==> config.mk <==
export PLATFORM = sky130hd
export DESIGN_NAME = uab_autobaud
export DESIGN_NICKNAME = d
export VERILOG_FILES = /design/src/rtl/uab_pkg.sv /design/src/rtl/uab_prescale.sv /design/src/rtl/uab_autobaud.sv
export VERILOG_INCLUDE_DIRS = /design/src /design/src/rtl
export SDC_FILE = /design/constraint.sdc
export NUM_CORES = 1
export LEC_CHECK = 0
export ABC_AREA = 1
export BUFFER_PORTS_ARGS = -buffer_cell sky130_fd_sc_hd__buf_4
export CORE_UTILIZATION = 45
export DETAILED_ROUTE_END_ITERATION = 7
export MAX_ROUTING_LAYER = met4
export PLACE_DENSITY_LB_ADDON = 0.08
export SLEW_MARGIN = 30
export SYNTH_ARGS = -nofsm -noshare
export SYNTH_HDL_FRONTEND = slang
export SYNTH_HIERARCHICAL = 1
export SYNTH_SLANG_ARGS = --single-unit
==> constraint.sdc <==
create_clock -name clock -period 1.62 [get_ports clock]
set_input_delay 0.081 -clock clock [delete_from_list [all_inputs] [get_ports clock]]
set_output_delay 0.081 -clock clock [all_outputs]
set_load 0.02 [all_outputs]
==> src/rtl/uab_params.svh <==
// Behaviour
// - setting autobaud enable starts calibration; receiver held idle meanwhile
// - divisor counter starts at first receive-line rise after start bit
// - calibration measures 55h and ends at its fifth rising edge
// - at end: count left in divisor pair, enable cleared, receive flag set
// - divisor pair counts as one 16-bit counter whatever wide select says
// - counter clocked at one eighth of the rate generator base clock
// - counter clock osc/512, osc/128 with one select, osc/32 with both
// - count starts at 1; software subtracts one afterwards
// - wake and autobaud together: measure the character after the break
// - in sleep serial clocks stop; no normal reception
// - wake-on-break works only in asynchronous mode
// - while wake armed, normal reception off, receiver idle, line watched
// - falling edge of receive line is the wake event
// - receive flag raised with wake event, async when asleep; the code sets it on the clock edge in sleep too
// - reading receive buffer clears the wake receive flag
// - wake enable cleared at rising edge ending break; then idle
`ifndef UAB_PARAMS_SVH
`define UAB_PARAMS_SVH
`define UAB_REG_CONTROL   4'h0
`define UAB_REG_DIV_LOW   4'h1
`define UAB_REG_DIV_HIGH  4'h2
`define UAB_REG_BUFFER    4'h3
`define UAB_REG_STATUS    4'h4
`define UAB_CTL_AUTOBAUD  0
`define UAB_CTL_WAKE      1
`define UAB_CTL_WIDE      2
`define UAB_CTL_HSPEED    3
`define UAB_CTL_SYNC      4
`define UAB_ST_FLAG       0
`define UAB_ST_IDLE       1
`define UAB_ST_MEASURE    2
`define UAB_DIV_RESET     16'h0000
`define UAB_COUNT_START   16'h0001
`define UAB_RISE_LAST     3'h5
`define UAB_PRE_512       10'h1FF
`define UAB_PRE_128       10'h07F
`define UAB_PRE_32        10'h01F
`endif

==> src/rtl/uab_pkg.sv <==
package uab_pkg;
   typedef enum logic [1:0] {
      UAB_IDLE  = 2'b00,
      UAB_START = 2'b01,
      UAB_COUNT = 2'b10,
      UAB_BREAK = 2'b11
   } uab_state_t;

   typedef struct packed {
      logic [3:0] addr;
      logic [7:0] wdata;
      logic       wr;
      logic       rd;
   } uab_bus_t;

   typedef struct packed {
      logic autobaud;
      logic wake;
      logic wide;
      logic hspeed;
      logic sync;
   } uab_ctl_t;
endpackage

==> src/rtl/uab_prescale.sv <==
`timescale 1ns/1ps
`default_nettype none
`include "uab_params.svh"
// divides the oscillator down to the autobaud counter tick
module uab_prescale
   import uab_pkg::*;
(
   // clock and reset
   input  wire logic clock,
   input  wire logic rst_b,
   // control
   input  wire logic run,
   input  wire logic wide,
   input  wire logic hspeed,
   // tick out
   output var  logic tick
);
   typedef struct packed {
      logic [9:0] cnt;
      logic       tick;
   } uab_pre_t;

   uab_pre_t st;
   uab_pre_t next_st;
   logic [9:0] last;

   // terminal count from the two selects
   always_comb begin
      if (wide && hspeed) begin
         last = `UAB_PRE_32;
      end else if (wide || hspeed) begin
         last = `UAB_PRE_128;
      end else begin
         last = `UAB_PRE_512;
      end
   end

   // base-clock divide times eight in one counter
   always_comb begin
      next_st      = st;
      next_st.tick = 1'b0;
      if (!run) begin
         next_st.cnt = 10'h000;
      end else if (st.cnt >= last) begin
         next_st.cnt  = 10'h000;
         next_st.tick = 1'b1;
      end else begin
         next_st.cnt = st.cnt + 10'h001;
      end
   end

   always_ff @(posedge clock) begin
      if (!rst_b) begin
         st <= '0;
      end else begin
         st <= next_st;
      end
   end

   assign tick = st.tick;
endmodule
`default_nettype wire

==> src/rtl/uab_autobaud.sv <==
// Chosen here: the strobed register port and the register offsets.
`timescale 1ns/1ps
`default_nettype none
`include "uab_params.svh"
// autobaud measurement and wake-on-break helper
module uab_autobaud
   import uab_pkg::*;
(
   // clock and reset
   input  wire logic     clock,
   input  wire logic     rst_b,
   // register port
   input  wire uab_bus_t bus,
   output var  logic [7:0] rdata,
   // serial pin
   input  wire logic     receive_line,
   // power state
   input  wire logic     asleep,
   // receive buffer from the main receiver
   input  wire logic [7:0] receive_buffer,
   // status out
   output var  logic     receive_flag,
   output var  logic     receiver_idle_flag,
   output var  logic     receive_hold,
   output var  logic     wake_request
);
   typedef struct packed {
      logic [1:0]  sync;
      logic        lineD;
      uab_state_t  fsm;
      uab_ctl_t    ctl;
      logic [15:0] divisor;
      logic [2:0]  rises;
      logic        flag;
      logic [7:0]  rdata;
      logic        wakeReq;
   } uab_reg_t;

   uab_reg_t st;
   uab_reg_t next_st;
   logic     tick;
   logic     lineNow;
   logic     rise;
   logic     fall;
   logic     wakeArmed;

   // line passes two flops before any logic sees it
   assign lineNow   = st.sync[1];
   assign rise      = lineNow && !st.lineD;
   assign fall      = !lineNow && st.lineD;
   // wake only in asynchronous mode
   assign wakeArmed = st.ctl.wake && !st.ctl.sync;

   uab_prescale u_pre (
      .clock  (clock),
      .rst_b  (rst_b),
      .run    (st.fsm == UAB_COUNT),
      .wide   (st.ctl.wide),
      .hspeed (st.ctl.hspeed),
      .tick   (tick)
   );

   // next state: registers, measurement and wake
   always_comb begin
      next_st         = st;
      next_st.sync    = {st.sync[0], receive_line};
      next_st.lineD   = lineNow;
      next_st.wakeReq = 1'b0;
      next_st.rdata   = 8'h00;

      // register writes
      if (bus.wr) begin
         unique case (bus.addr)
            `UAB_REG_CONTROL: begin
               next_st.ctl.autobaud = bus.wdata[`UAB_CTL_AUTOBAUD];
               next_st.ctl.wake     = bus.wdata[`UAB_CTL_WAKE];
               next_st.ctl.wide     = bus.wdata[`UAB_CTL_WIDE];
               next_st.ctl.hspeed   = bus.wdata[`UAB_CTL_HSPEED];
               next_st.ctl.sync     = bus.wdata[`UAB_CTL_SYNC];
            end
            `UAB_REG_DIV_LOW: begin
               next_st.divisor[7:0] = bus.wdata;
            end
            `UAB_REG_DIV_HIGH: begin
               next_st.divisor[15:8] = bus.wdata;
            end
            default: begin
            end
         endcase
      end

      // register reads; buffer read clears the flag
      if (bus.rd) begin
         unique case (bus.addr)
            `UAB_REG_CONTROL: begin
               next_st.rdata = {3'b000, st.ctl.sync, st.ctl.hspeed,
                                st.ctl.wide, st.ctl.wake, st.ctl.autobaud};
            end
            `UAB_REG_DIV_LOW: begin
               next_st.rdata = st.divisor[7:0];
            end
            `UAB_REG_DIV_HIGH: begin
               next_st.rdata = st.divisor[15:8];
            end
            `UAB_REG_BUFFER: begin
               next_st.rdata = receive_buffer;
               next_st.flag  = 1'b0;
            end
            `UAB_REG_STATUS: begin
               next_st.rdata = {5'b00000, (st.fsm == UAB_COUNT),
                                (st.fsm == UAB_IDLE), st.flag};
            end
            default: begin
               next_st.rdata = 8'h00;
            end
         endcase
      end

      // measurement and wake sequencing
      unique case (st.fsm)
         UAB_IDLE: begin
            if (wakeArmed && fall) begin
               next_st.fsm     = UAB_BREAK;
               next_st.flag    = 1'b1;
               next_st.wakeReq = 1'b1;
            end else if (st.ctl.autobaud && !wakeArmed && fall) begin
               // start bit of the sync character
               next_st.fsm = UAB_START;
            end
         end
         UAB_START: begin
            if (!st.ctl.autobaud) begin
               next_st.fsm = UAB_IDLE;
            end else if (rise) begin
               next_st.fsm     = UAB_COUNT;
               next_st.divisor = `UAB_COUNT_START;
               next_st.rises   = 3'h1;
            end
         end
         UAB_COUNT: begin
            if (tick) begin
               next_st.divisor = st.divisor + 16'h0001;
            end
            if (rise) begin
               next_st.rises = st.rises + 3'h1;
               if (st.rises + 3'h1 == `UAB_RISE_LAST) begin
                  next_st.fsm          = UAB_IDLE;
                  next_st.ctl.autobaud = 1'b0;
                  next_st.flag         = 1'b1;
               end
            end
         end
         UAB_BREAK: begin
            // wait for break to end, then measure what follows if autobaud is set
            if (rise) begin
               next_st.ctl.wake = 1'b0;
               next_st.fsm      = UAB_IDLE;
            end
         end
         default: begin
            next_st.fsm = UAB_IDLE;
         end
      endcase

      // sleep stops the measuring clock path
      if (asleep && st.fsm != UAB_BREAK && !(wakeArmed && fall)) begin
         next_st.fsm = (st.fsm == UAB_COUNT) ? UAB_IDLE : st.fsm;
      end
   end

   always_ff @(posedge clock) begin
      if (!rst_b) begin
         st       <= '0;
         st.sync  <= 2'b11;
         st.lineD <= 1'b1;
         st.fsm   <= UAB_IDLE;
      end else begin
         st <= next_st;
      end
   end

   // outputs straight from state
   assign rdata              = st.rdata;
   assign receive_flag       = st.flag;
   assign wake_request       = st.wakeReq;
   always_ff @(posedge clock) begin
      if (!rst_b) begin
         receiver_idle_flag <= 1'b1;
         receive_hold       <= 1'b0;
      end else begin
         receiver_idle_flag <= (next_st.fsm == UAB_IDLE);
         // normal receiver held idle while measuring or waiting on wake
         receive_hold <= next_st.ctl.autobaud || next_st.ctl.wake;
      end
   end
endmodule
`default_nettype wire

After elaboration in Yosys (flattened, before gate mapping)
Cells that the tools add are included.
{"block": "totals", "ff_bits": 52, "inputBits": 26, "out_inout_bits": 12, "wordCells": 93}
{"block": "classes", "add_sub_neg": 3, "magnitude_cmp": 1, "n_eq_ne": 12, "mux": 32, "bitwise": 2, "n_reduce_logical": 26}
{"op": "$pmux W8 S5", "n": 1}
{"op": "$mux W19", "n": 2}
{"op": "$pmux W19 S2", "n": 1}
{"op": "$mux W21", "n": 1}
{"op": "$mux W9", "n": 2}
{"op": "$add A16 B1 Y16 const B", "n": 1}
{"op": "$mux W16", "n": 1}
{"op": "$mux W8", "n": 2}
{"op": "$mux W2", "n": 7}
{"op": "$add A10 B1 Y10 const B", "n": 1}
{"op": "$ge A10 B10 Y1", "n": 1}
{"op": "$mux W10", "n": 1}
{"op": "$logic_and A1 B1 Y1", "n": 9}
{"op": "$eq A4 B2 Y1 const B", "n": 2}
{"op": "$mux W1", "n": 8}
{"op": "$ne A2 B2 Y1 const B", "n": 4}
{"op": "$pmux W2 S4", "n": 1}
{"op": "$reduce_and A2 Y1", "n": 4}
{"op": "$mux W3", "n": 2}
{"op": "$logic_not A1 Y1", "n": 5}
{"op": "$mux W5", "n": 1}
{"op": "$eq A2 B2 Y1 const B", "n": 2}
{"op": "$eq A4 B1 Y1 const B", "n": 1}
{"op": "$eq A4 B3 Y1 const B", "n": 1}
{"op": "12 further kinds", "n": 15}

Longest topological paths before layout
Gate-level depths: netlist of run 1.
{"block": "logic_depth", "ltp_word": 10, "mapped_depth": 11, "mapped_depth_nobuf": 11}

Modules after synthesis
The synthesis of run 1 kept the hierarchy.
{"module": "uab_autobaud", "instances": 1, "cells_each": 388, "area_per_inst_um2": 2668.8, "seq_area_each_um2": 820.8}
{"module": "uab_prescale", "instances": 1, "cells_each": 81, "area_per_inst_um2": 603.1, "seq_area_each_um2": 220.2}

Worst setup path after synthesis of run 1
Ideal clock, no wire load.
{"block": "synth_timing", "path_type": "register -> register", "startpoint": "register st[34] in the netlist's numbering", "endpoint": "register st[25] in the netlist's numbering", "setup_time_ns": 0.135, "arrival_time_ns": 1.484, "required_time_ns": 1.485, "setup_slack_ns": 0.001, "stages_incl_launch_ff": 10, "path_buffers": 2, "synth_period_minus_slack_ns": 1.619, "path_cell_list": "dfxtp_1 inv_1 ha_1 buf_2 inv_1 nor2_1 nand2_1 buf_4 o211ai_1 a21oi_1"}
{"block": "synth_between", "elab_chain_len": 2, "word_cells_on_any_way": 3, "classes_between": "eq/ne: 2; mux: 1"}
{"item": "start, declared", "line_no": "uab_autobaud.sv:39", "source": "uab_reg_t st;"}
{"item": "start signal, assigned", "line_no": "uab_autobaud.sv:178", "source": "st <= next_st;"}
{"item": "$eq A2 B2 Y1 or $eq A2 B1 Y1 (tied branches)", "line_no": "uab_autobaud.sv:120", "source": "unique case (st.fsm)"}
{"item": "$pmux W19 S2 *", "line_no": "uab_autobaud.sv:120"}
Every way passes the cells marked *; elsewhere a longest branch is shown, timed or not.
A chain may end at the register's enable or synchronous reset.

Worst setup path after layout of run 1
{"block": "layout_timing", "startpoint": "register st[35] in the netlist's numbering", "endpoint": "register receiver_idle_flag"}
{"block": "layout_between", "elab_chain_len": 5, "word_cells_on_any_way": 18, "classes_between": "eq/ne: 4; mux: 10; reduce/logical: 4"}
{"item": "$mux W3, or another cell as far along", "line_no": "uab_autobaud.sv:146", "source": "if (st.rises + 3'h1 == `UAB_RISE_LAST) begin"}
{"item": "$mux W3, or another cell as far along", "line_no": "uab_autobaud.sv:144", "source": "if (rise) begin"}
{"item": "$pmux W2 S4 or $logic_and A1 B1 Y1 (tied branches)", "line_no": "uab_autobaud.sv:120, uab_autobaud.sv:166"}
{"item": "$mux W2 *", "line_no": "uab_autobaud.sv:166", "source": "if (asleep && st.fsm != UAB_BREAK && !(wakeArmed && fall)) begin"}
{"item": "$logic_not A2 Y1 *", "line_no": "uab_autobaud.sv:191", "source": "receiver_idle_flag <= (next_st.fsm == UAB_IDLE);"}
{"item": "end signal, assigned", "line_no": "uab_autobaud.sv:191"}
{"item": "end, declared", "line_no": "uab_autobaud.sv:23", "source": "output var logic receiver_idle_flag,"}
Marks and branches as above.

==> results of run 1 <==
[how the worst min path moves through the flow]
stage | start | slack, ns | end
6_report | receive_buffer[3] | 0.008 | rdata[3]
5_1_grt | receive_buffer[4] | 0.03 | rdata[4]
4_1_cts | receive_buffer[3] | 0.01 | rdata[3]
3_5_place_dp | receive_line | 0.28 | next_st[38]
3_3_place_gp | receive_line | 0.28 | next_st[38]
2_1_floorplan | receive_line | 0.19 | next_st[38]
[routing by layer]
layer | wire, µm | up-vias | track usage, %
li1 | - | 1629 | -
met1 | 4255 | 1506 | 33.10
met2 | 4071 | 93 | 38.42
met3 | 395 | 13 | 3.602
met4 | 117 | 0 | 4.769
met5 | 0 | - | -
[kinds of logic (layout without fill, tap and decap cells)]
kind of cell | after synthesis | after routing
and+or+nand+nor | 204 | 205
AOI/OAI and AO/OA | 94 | 94
buffers and inverters | 97 | 158
xor gates and xnor gates | 9 | 9
DFF | 52 | 52
adders and majority gates | 13 | 13
[stage by stage]
step | cells | instance area [µm²] | total power, µW | TNS [ns] | setup slack (ns)
final | 627 | 4051 | 2648 | 0 | 0.07691
after CTS | 619 | 3861 | 2635 | 0 | 0.01562
after detailed placement | 610 | 3736 | 1696 | 0 | 0.03072
after floorplan | 469 | 3272 | 1530 | 0 | 0.0007523
after global routing | 627 | 4051 | 2757 | -0.02062 | -0.02062
after global placement | 610 | 3736 | 1695 | 0 | 0.01684
[cells in the final DEF, fill, tap and decap left out, types with 6 or more instances in the layout]
master | Yosys | routed
sky130_fd_sc_hd__nand2_1 | 114 | 110
sky130_fd_sc_hd__inv_1 | 73 | 71
sky130_fd_sc_hd__buf_4 | 9 | 66
sky130_fd_sc_hd__dfxtp_1 | 52 | 46
sky130_fd_sc_hd__nor2_1 | 31 | 28
sky130_fd_sc_hd__a21oi_1 | 27 | 24
sky130_fd_sc_hd__nand3_1 | 21 | 21
sky130_fd_sc_hd__o21ai_0 | 21 | 17
sky130_fd_sc_hd__o211ai_1 | 13 | 13
sky130_fd_sc_hd__nor2_2 | 8 | 11
sky130_fd_sc_hd__ha_1 | 13 | 8
sky130_fd_sc_hd__inv_2 | 6 | 7
sky130_fd_sc_hd__nand2_2 | 3 | 7
sky130_fd_sc_hd__a21oi_2 | 5 | 7
sky130_fd_sc_hd__xor2_1 | 7 | 7
sky130_fd_sc_hd__o22ai_1 | 6 | 6
[worst min-delay path, delay by kind of cell]
family          cells  cell delay (ns)
compound gates      1             0.05
simple gates        1             0.08
buf+inv             1             0.08
[final cells by class]
type                            count  area share, %
Multi-Input combinational cell    321          47.78
Tap cell                           96          2.965
Timing Repair Buffer               68          12.75
Clock buffer                        5          1.699
Sequential cell                    52          25.94
Clock inverter                      3          1.143
Inverter                           82          7.721
[repair_timing]
item / 4_1_cts / 5_1_grt
resized for setup: 0 / 36
buffers inserted: 0 / 7
hold buffers: 1 / 0
endpoints found under the hold margin: 1 / 0
endpoints found under the setup margin: 0 / 32
[power groups by stage]
stage,sequential (µW),clock [µW],combinational [µW]
finish,1320,945,384
global route,1320,1020,415
CTS,1320,965,352
detailed placement,1350,0,349
global placement,1350,0,349
floorplan,1350,0,182
==> results.py, run 1 <==
metrics = {
    "sta": {
        "report.final.hold_viol_count": 0,
        "setup-violations-final": 0,
        "fin_crit_sh_pct": 95.25,
        "timing.hold.ws_ns": 0.007941,
        "timing.final.crit_period_ns": 1.543,
        "achievable-frequency_ghz": 0.6480,
        "worst_slew_margin_rel_pct": 39.79,
        "final_max_slew_viol_count": 0,
        "grt_setup_unrepaired": "true",
        "finClkSkew_ns": 0.007743,
        "worst-slew-pin-transition_ns": 0.9022,
    },
    "global_routing": {
        "grt_antenna_before_repair": 0,
        "overall_fraction_of_global_route_tracks_in_use_pct": 24.31,
        "maximum_number_of_pins_on_one_net_before_global_route_repair": 23,
        "grt_pass1_vias": 2860,
        "global_route.overflow_total": 0,
        "first_pass_grt_wire_length_um": 13900,
    },
    "power_and_ir_drop": {
        "pwr_density_cell_nw_per_um2": 653.7,
        "power.net_switching_uw": 716.1,
        "irDropWorstVdd_uv": 395.1,
        "share_comb_of_total_power_pct": 14.5,
        "clockPowerShare_pct": 35.7,
        "seq_power_share_pct": 49.8,
        "netSwitchingFraction_pct": 27.04,
        "internal-power_uw": 1932,
        "p_leak_uw": 0.001781,
    },
    "synth": {
        "synth.lib_cells_used.distinct": 39,
        "synth_compound_gate_area_share_pct": 18.51,
        "ys_top_cells_by_count": "114 x sky130_fd_sc_hd__nand2_1, 73 x sky130_fd_sc_hd__inv_1, 52 x sky130_fd_sc_hd__dfxtp_1",
        "combinational_family_with_the_most_area_after_synthesis": "simple AND/OR/NAND/NOR gates",
        "yosys_register_bits": 52,
        "synth-edff-count": 0,
        "synth-async-reset-ratio_pct": 0,
        "yosysMostFrequentCell": "sky130_fd_sc_hd__nand2_1",
        "synth_mux_area_share_pct": 0,
        "syn-mean-instance-area_um2": 6.976,
        "synthAdderAreaFrac_pct": 4.971,
        "synthesized_netlist_cell_count": 469,
        "library_cell_with_the_largest_summed_area_after_synthesis": "sky130_fd_sc_hd__dfxtp_1",
        "synthesis.nets": 508,
        "synthXorXnorAreaFrac_pct": 2.409,
        "ys_seq_area_share_pct": 31.82,
        "ys.flop_type": "sky130_fd_sc_hd__dfxtp_1",
        "synth.top_cell.area_share_pct": 31.82,
        "netlist_top_cells_area": "sky130_fd_sc_hd__dfxtp_1 32%, sky130_fd_sc_hd__nand2_1 13%, sky130_fd_sc_hd__inv_1 8.4%, sky130_fd_sc_hd__ha_1 5.0%, sky130_fd_sc_hd__a21oi_1 4.1%",
        "synth_simple_gate_area_share_pct": 29.56,
        "yosys_warnings": 6,
        "syn-cell-area_um2": 3272,
    },
    "cts": {
        "worst_skew_pair.late_latency_ns": 0.32,
        "root_buffer": "sky130_fd_sc_hd__clkbuf_8",
        "tritoncts_clock_tree": "done",
        "cts.sinks": 52,
        "h-tree-depth": 2,
        "cts.clk_slew.worst_paths_ns": 0.11,
        "num_cts_buffers": 5,
        "ctsLongestPathBuffers": 2,
    },
    "setup_path": {
        "worst-endpoint-required_ns": 1.84,
        "arrival_ns": 1.77,
        "cp_slowest_stage_delay_ns": 0.36,
        "worstRegToRegCells": 12,
        "path_buf_inv": 4,
        "cpMostUsedCell": "sky130_fd_sc_hd__nand2_1",
        "r2r-start": "st[35]",
        "worst_r2r_endpoint": "receiver_idle_flag",
        "critical_setup_path_kind": "reg2reg",
        "crit_path_end_kind": "flop",
        "crit_path_end": "receiver_idle_flag",
        "crit_chain": "inv_2, ha_1, buf_4, nand2_2, inv_1, nand2_1, a21oi_2, nand2_1, nand2_1, nand2_1, nand2_1, inv_1",
        "cell_type_of_the_slowest_stage_on_the_worst_timing_path": "sky130_fd_sc_hd__dfxtp_4",
        "path_max_fanout": 4,
        "timing.critical_path.max_delay_family": "simple AND/OR/NAND/NOR gates",
        "setup.worst_path.start": "st[35]",
        "cp-start-kind": "flop",
        "rrSetupSlack_ns": 0.08,
        "worstSetupPathDepth": 12,
    },
    "detailed_routing": {
        "drc": 0,
        "via_count": 3241,
        "drtAntennaViolNets": 0,
        "detail_route.wl_per_cell_um": 14.10,
        "route.detailed.vias_per_inst": 5.169,
        "drt_first_pass_iters": 5,
        "route.final.wire_length_um": 8839,
        "drt_first_iter_violations": 169,
    },
    "layout": {
        "n_antenna_cell": 0,
        "largest-register": "st",
        "layout-drive-gt1-share_pct": 27.31,
        "final_core_util_pct": 58.66,
        "number_of_nets_at_the_end_of_the_flow": 569,
        "fill_cells": 689,
        "regArea_um2": 1051,
        "multi_input_area_um2": 1936,
        "area_added_between_synthesis_and_finish_pct": 23.82,
        "largest_register_ff_count": 27,
    },
    "die": {
        "std_cell_rows": 30,
        "starting_density_of_the_core_pct": 47.37,
        "die_y_um": 87.27,
        "boundaryPins": 38,
        "die_w_um": 87.27,
        "overall_die_area_um2": 7616,
        "core_region_area_um2": 6907,
    },
    "placement": {
        "place.gp.congestion": 0.9084,
        "detailed_place_hpwl_um": 6763,
        "buffer_ports.inserted": 37,
    },
    "outcome": {
        "status": "finished clean",
    },
    "worst_hold_path": {
        "min-delay-path-class": "in2reg",
        "min_path_cells": 3,
    },
    "run": {
        "max_cap_viol_count": 0,
    },
}
Power figures use the tool's default switching activity.
==> inputs of run 2 (changes only) <==
--- a/config.mk
+++ b/config.mk
@@ -8,7 +8,7 @@
 export LEC_CHECK = 0
 export ABC_AREA = 1
 export BUFFER_PORTS_ARGS = -buffer_cell sky130_fd_sc_hd__buf_4
-export CORE_UTILIZATION = 45
+export CORE_UTILIZATION = 34
 export DETAILED_ROUTE_END_ITERATION = 7
 export MAX_ROUTING_LAYER = met4
 export PLACE_DENSITY_LB_ADDON = 0.08
==> run 2 against run 1 <==
  * Final cell count rose by 5.1%
  * Combinational power up 2%
  * Sequential power about the same
  * Worst setup slack gained 0.017 ns
  * First-iteration DRC count decreased by 5.9%
==> results.py, run 2 (synthesis results as in run 1) <==
metrics = {
    "global_routing": {
        "first_pass_grt_wire_length_um": 14850,
        "maximum_number_of_pins_on_one_net_before_global_route_repair": 23,
        "overall_fraction_of_global_route_tracks_in_use_pct": 19.74,
        "global_route.overflow_total": 0,
        "grt_antenna_before_repair": 0,
        "grt_pass1_vias": 2961,
    },
    "cts": {
        "h-tree-depth": 2,
        "worst_skew_pair.late_latency_ns": 0.32,
        "root_buffer": "sky130_fd_sc_hd__clkbuf_8",
        "ctsLongestPathBuffers": 2,
        "num_cts_buffers": 5,
        "cts.sinks": 52,
        "tritoncts_clock_tree": "done",
        "cts.clk_slew.worst_paths_ns": 0.10,
    },
    "sta": {
        "fin_crit_sh_pct": 94.21,
        "setup-violations-final": 0,
        "final_max_slew_viol_count": 0,
        "achievable-frequency_ghz": 0.6552,
        "report.final.hold_viol_count": 0,
        "worst-slew-pin-transition_ns": 0.9427,
        "worst_slew_margin_rel_pct": 37.08,
        "setup_ws_final_ns": 0.09375,
        "timing.final.crit_period_ns": 1.526,
        "finClkSkew_ns": 0.01046,
    },
    "power_and_ir_drop": {
        "irDropWorstVdd_uv": 444.7,
        "pwr_density_cell_nw_per_um2": 658.2,
        "power_total_uw": 2687,
        "internal-power_uw": 1977,
        "share_comb_of_total_power_pct": 14.5,
        "p_leak_uw": 0.001778,
        "clockPowerShare_pct": 36.4,
        "netSwitchingFraction_pct": 26.42,
        "seq_power_share_pct": 49.1,
        "power.net_switching_uw": 709.8,
    },
    "outcome": {
        "status": "finished clean",
    },
    "die": {
        "overall_die_area_um2": 10020,
        "starting_density_of_the_core_pct": 35.24,
        "core_region_area_um2": 9284,
        "boundaryPins": 38,
        "std_cell_rows": 35,
        "die_y_um": 100.1,
        "die_w_um": 100.1,
    },
    "layout": {
        "area_added_between_synthesis_and_finish_pct": 24.78,
        "n_antenna_cell": 0,
        "final_core_util_pct": 43.98,
        "number_of_nets_at_the_end_of_the_flow": 568,
        "layout_commonest_cell": "sky130_fd_sc_hd__nand2_1",
        "finalInstanceArea_um2": 4083,
        "fill_cells": 1037,
        "largest-register": "st",
        "multi_input_area_um2": 1919,
        "layout.cells.most_common_list": "112 x sky130_fd_sc_hd__nand2_1, 71 x sky130_fd_sc_hd__inv_1, 64 x sky130_fd_sc_hd__buf_4",
        "largest_register_ff_count": 27,
        "regArea_um2": 1050,
        "layout-drive-gt1-share_pct": 26.42,
    },
    "detailed_routing": {
        "detail_route.wl_per_cell_um": 13.93,
        "route.detailed.vias_per_inst": 4.765,
        "via_count": 3140,
        "drt_first_pass_iters": 5,
        "drt_first_iter_violations": 159,
        "drc": 0,
        "drtAntennaViolNets": 0,
        "route.final.wire_length_um": 9181,
    },
    "setup_path": {
        "path_buf_inv": 0,
        "critical_setup_path_kind": "reg2reg",
        "arrival_ns": 1.79,
        "cp_slowest_stage_delay_ns": 0.34,
        "rrSetupSlack_ns": 0.09,
        "crit_path_end_kind": "flop",
        "path_max_fanout": 5,
        "timing.critical_path.max_delay_family": "simple AND/OR/NAND/NOR gates",
        "cp-start-kind": "flop",
        "r2r-start": "st[30]",
        "worst-endpoint-required_ns": 1.88,
        "cell_type_of_the_slowest_stage_on_the_worst_timing_path": "sky130_fd_sc_hd__dfxtp_2",
        "setup.worst_path.start": "st[30]",
        "crit_chain": "or2_4, ha_4, or2_0, a21oi_4, nand3_4, nor2_1",
    },
    "placement": {
        "place.gp.congestion": 0.8556,
        "pre_cts_slack_ns": -0.008911,
        "placed_cell_area_um2": 3805,
        "buffer_ports.inserted": 37,
        "detailed_place_hpwl_um": 7144,
    },
    "worst_hold_path": {
        "min-delay-path-class": "in2reg",
        "hold_start": "receive_buffer[4]",
    },
    "run": {
        "max_cap_viol_count": 0,
    },
}
-- run 2: final timing paths --
path                       to  depth (start not counted)
setup / recovery  u_pre/st[8]                          6
hold / removal       rdata[4]                          3
setup reg to reg  u_pre/st[8]                          6
hold reg to reg       lineNow                          1
-- run 2: per-stage QoR --
stage	hold WS, ns	instances	TNS (ns)
2_1_floorplan	0.1876	469	0
3_3_place_gp	0.2927	645	0
3_5_place_dp	0.2901	645	-0.01401
4_1_cts	0.02696	656	-0.0001625
5_1_grt	0.05565	659	-0.02688
6_report	0.03182	659	0
-- run 2: worst reg2reg max path, delay by kind of cell (launching register included) --
family	cells	cell delay, ns
AO/OA/AOI/OAI	1	0.22
AND/OR/NAND/NOR	4	0.75
flip-flops	1	0.34
adder cells (fa/ha/maj)	1	0.16
-- run 2: repair_timing --
| item | in CTS | in global routing |
|---|---|---|
| buffers inserted | 0 | 3 |
| hold buffers | 2 | 0 |
| endpoints found under the hold margin | 2 | 0 |
| endpoints found under the setup margin | 12 | 31 |
| gates cloned | 1 | 0 |
| resized for setup | 5 | 22 |
| pin swaps | 3 | 4 |
-- run 2: cell type report --
class | instances | area share [%]
Inverter | 82 | 7.600
Multi-Input combinational cell | 321 | 47.01
Timing Repair Buffer | 67 | 12.75
Clock buffer | 6 | 2.023
Sequential cell | 52 | 25.71
Tap cell | 129 | 3.953
Clock inverter | 2 | 0.9500
-- run 2: power by group through the flow --
stage / Sequential [µW] / Combinational (µW) / Clock (µW)
after floorplan: 1350 / 182 / 0
after global placement: 1350 / 368 / 0
after detailed placement: 1350 / 368 / 0
after CTS: 1320 / 377 / 1000
after global routing: 1320 / 426 / 1050
final: 1320 / 391 / 978
-- run 2: layer usage --
| metal | up-vias | wire [µm] | global-route usage, % | part of all wire (%) |
|---|---|---|---|---|
| met5 | - | 0 | - | 0 |
| met4 | 0 | 152 | 5.463 | 1.7 |
| met3 | 14 | 333 | 2.298 | 3.6 |
| met2 | 76 | 4082 | 31.56 | 44 |
| met1 | 1419 | 4613 | 26.43 | 50 |
| li1 | 1631 | - | - | - |
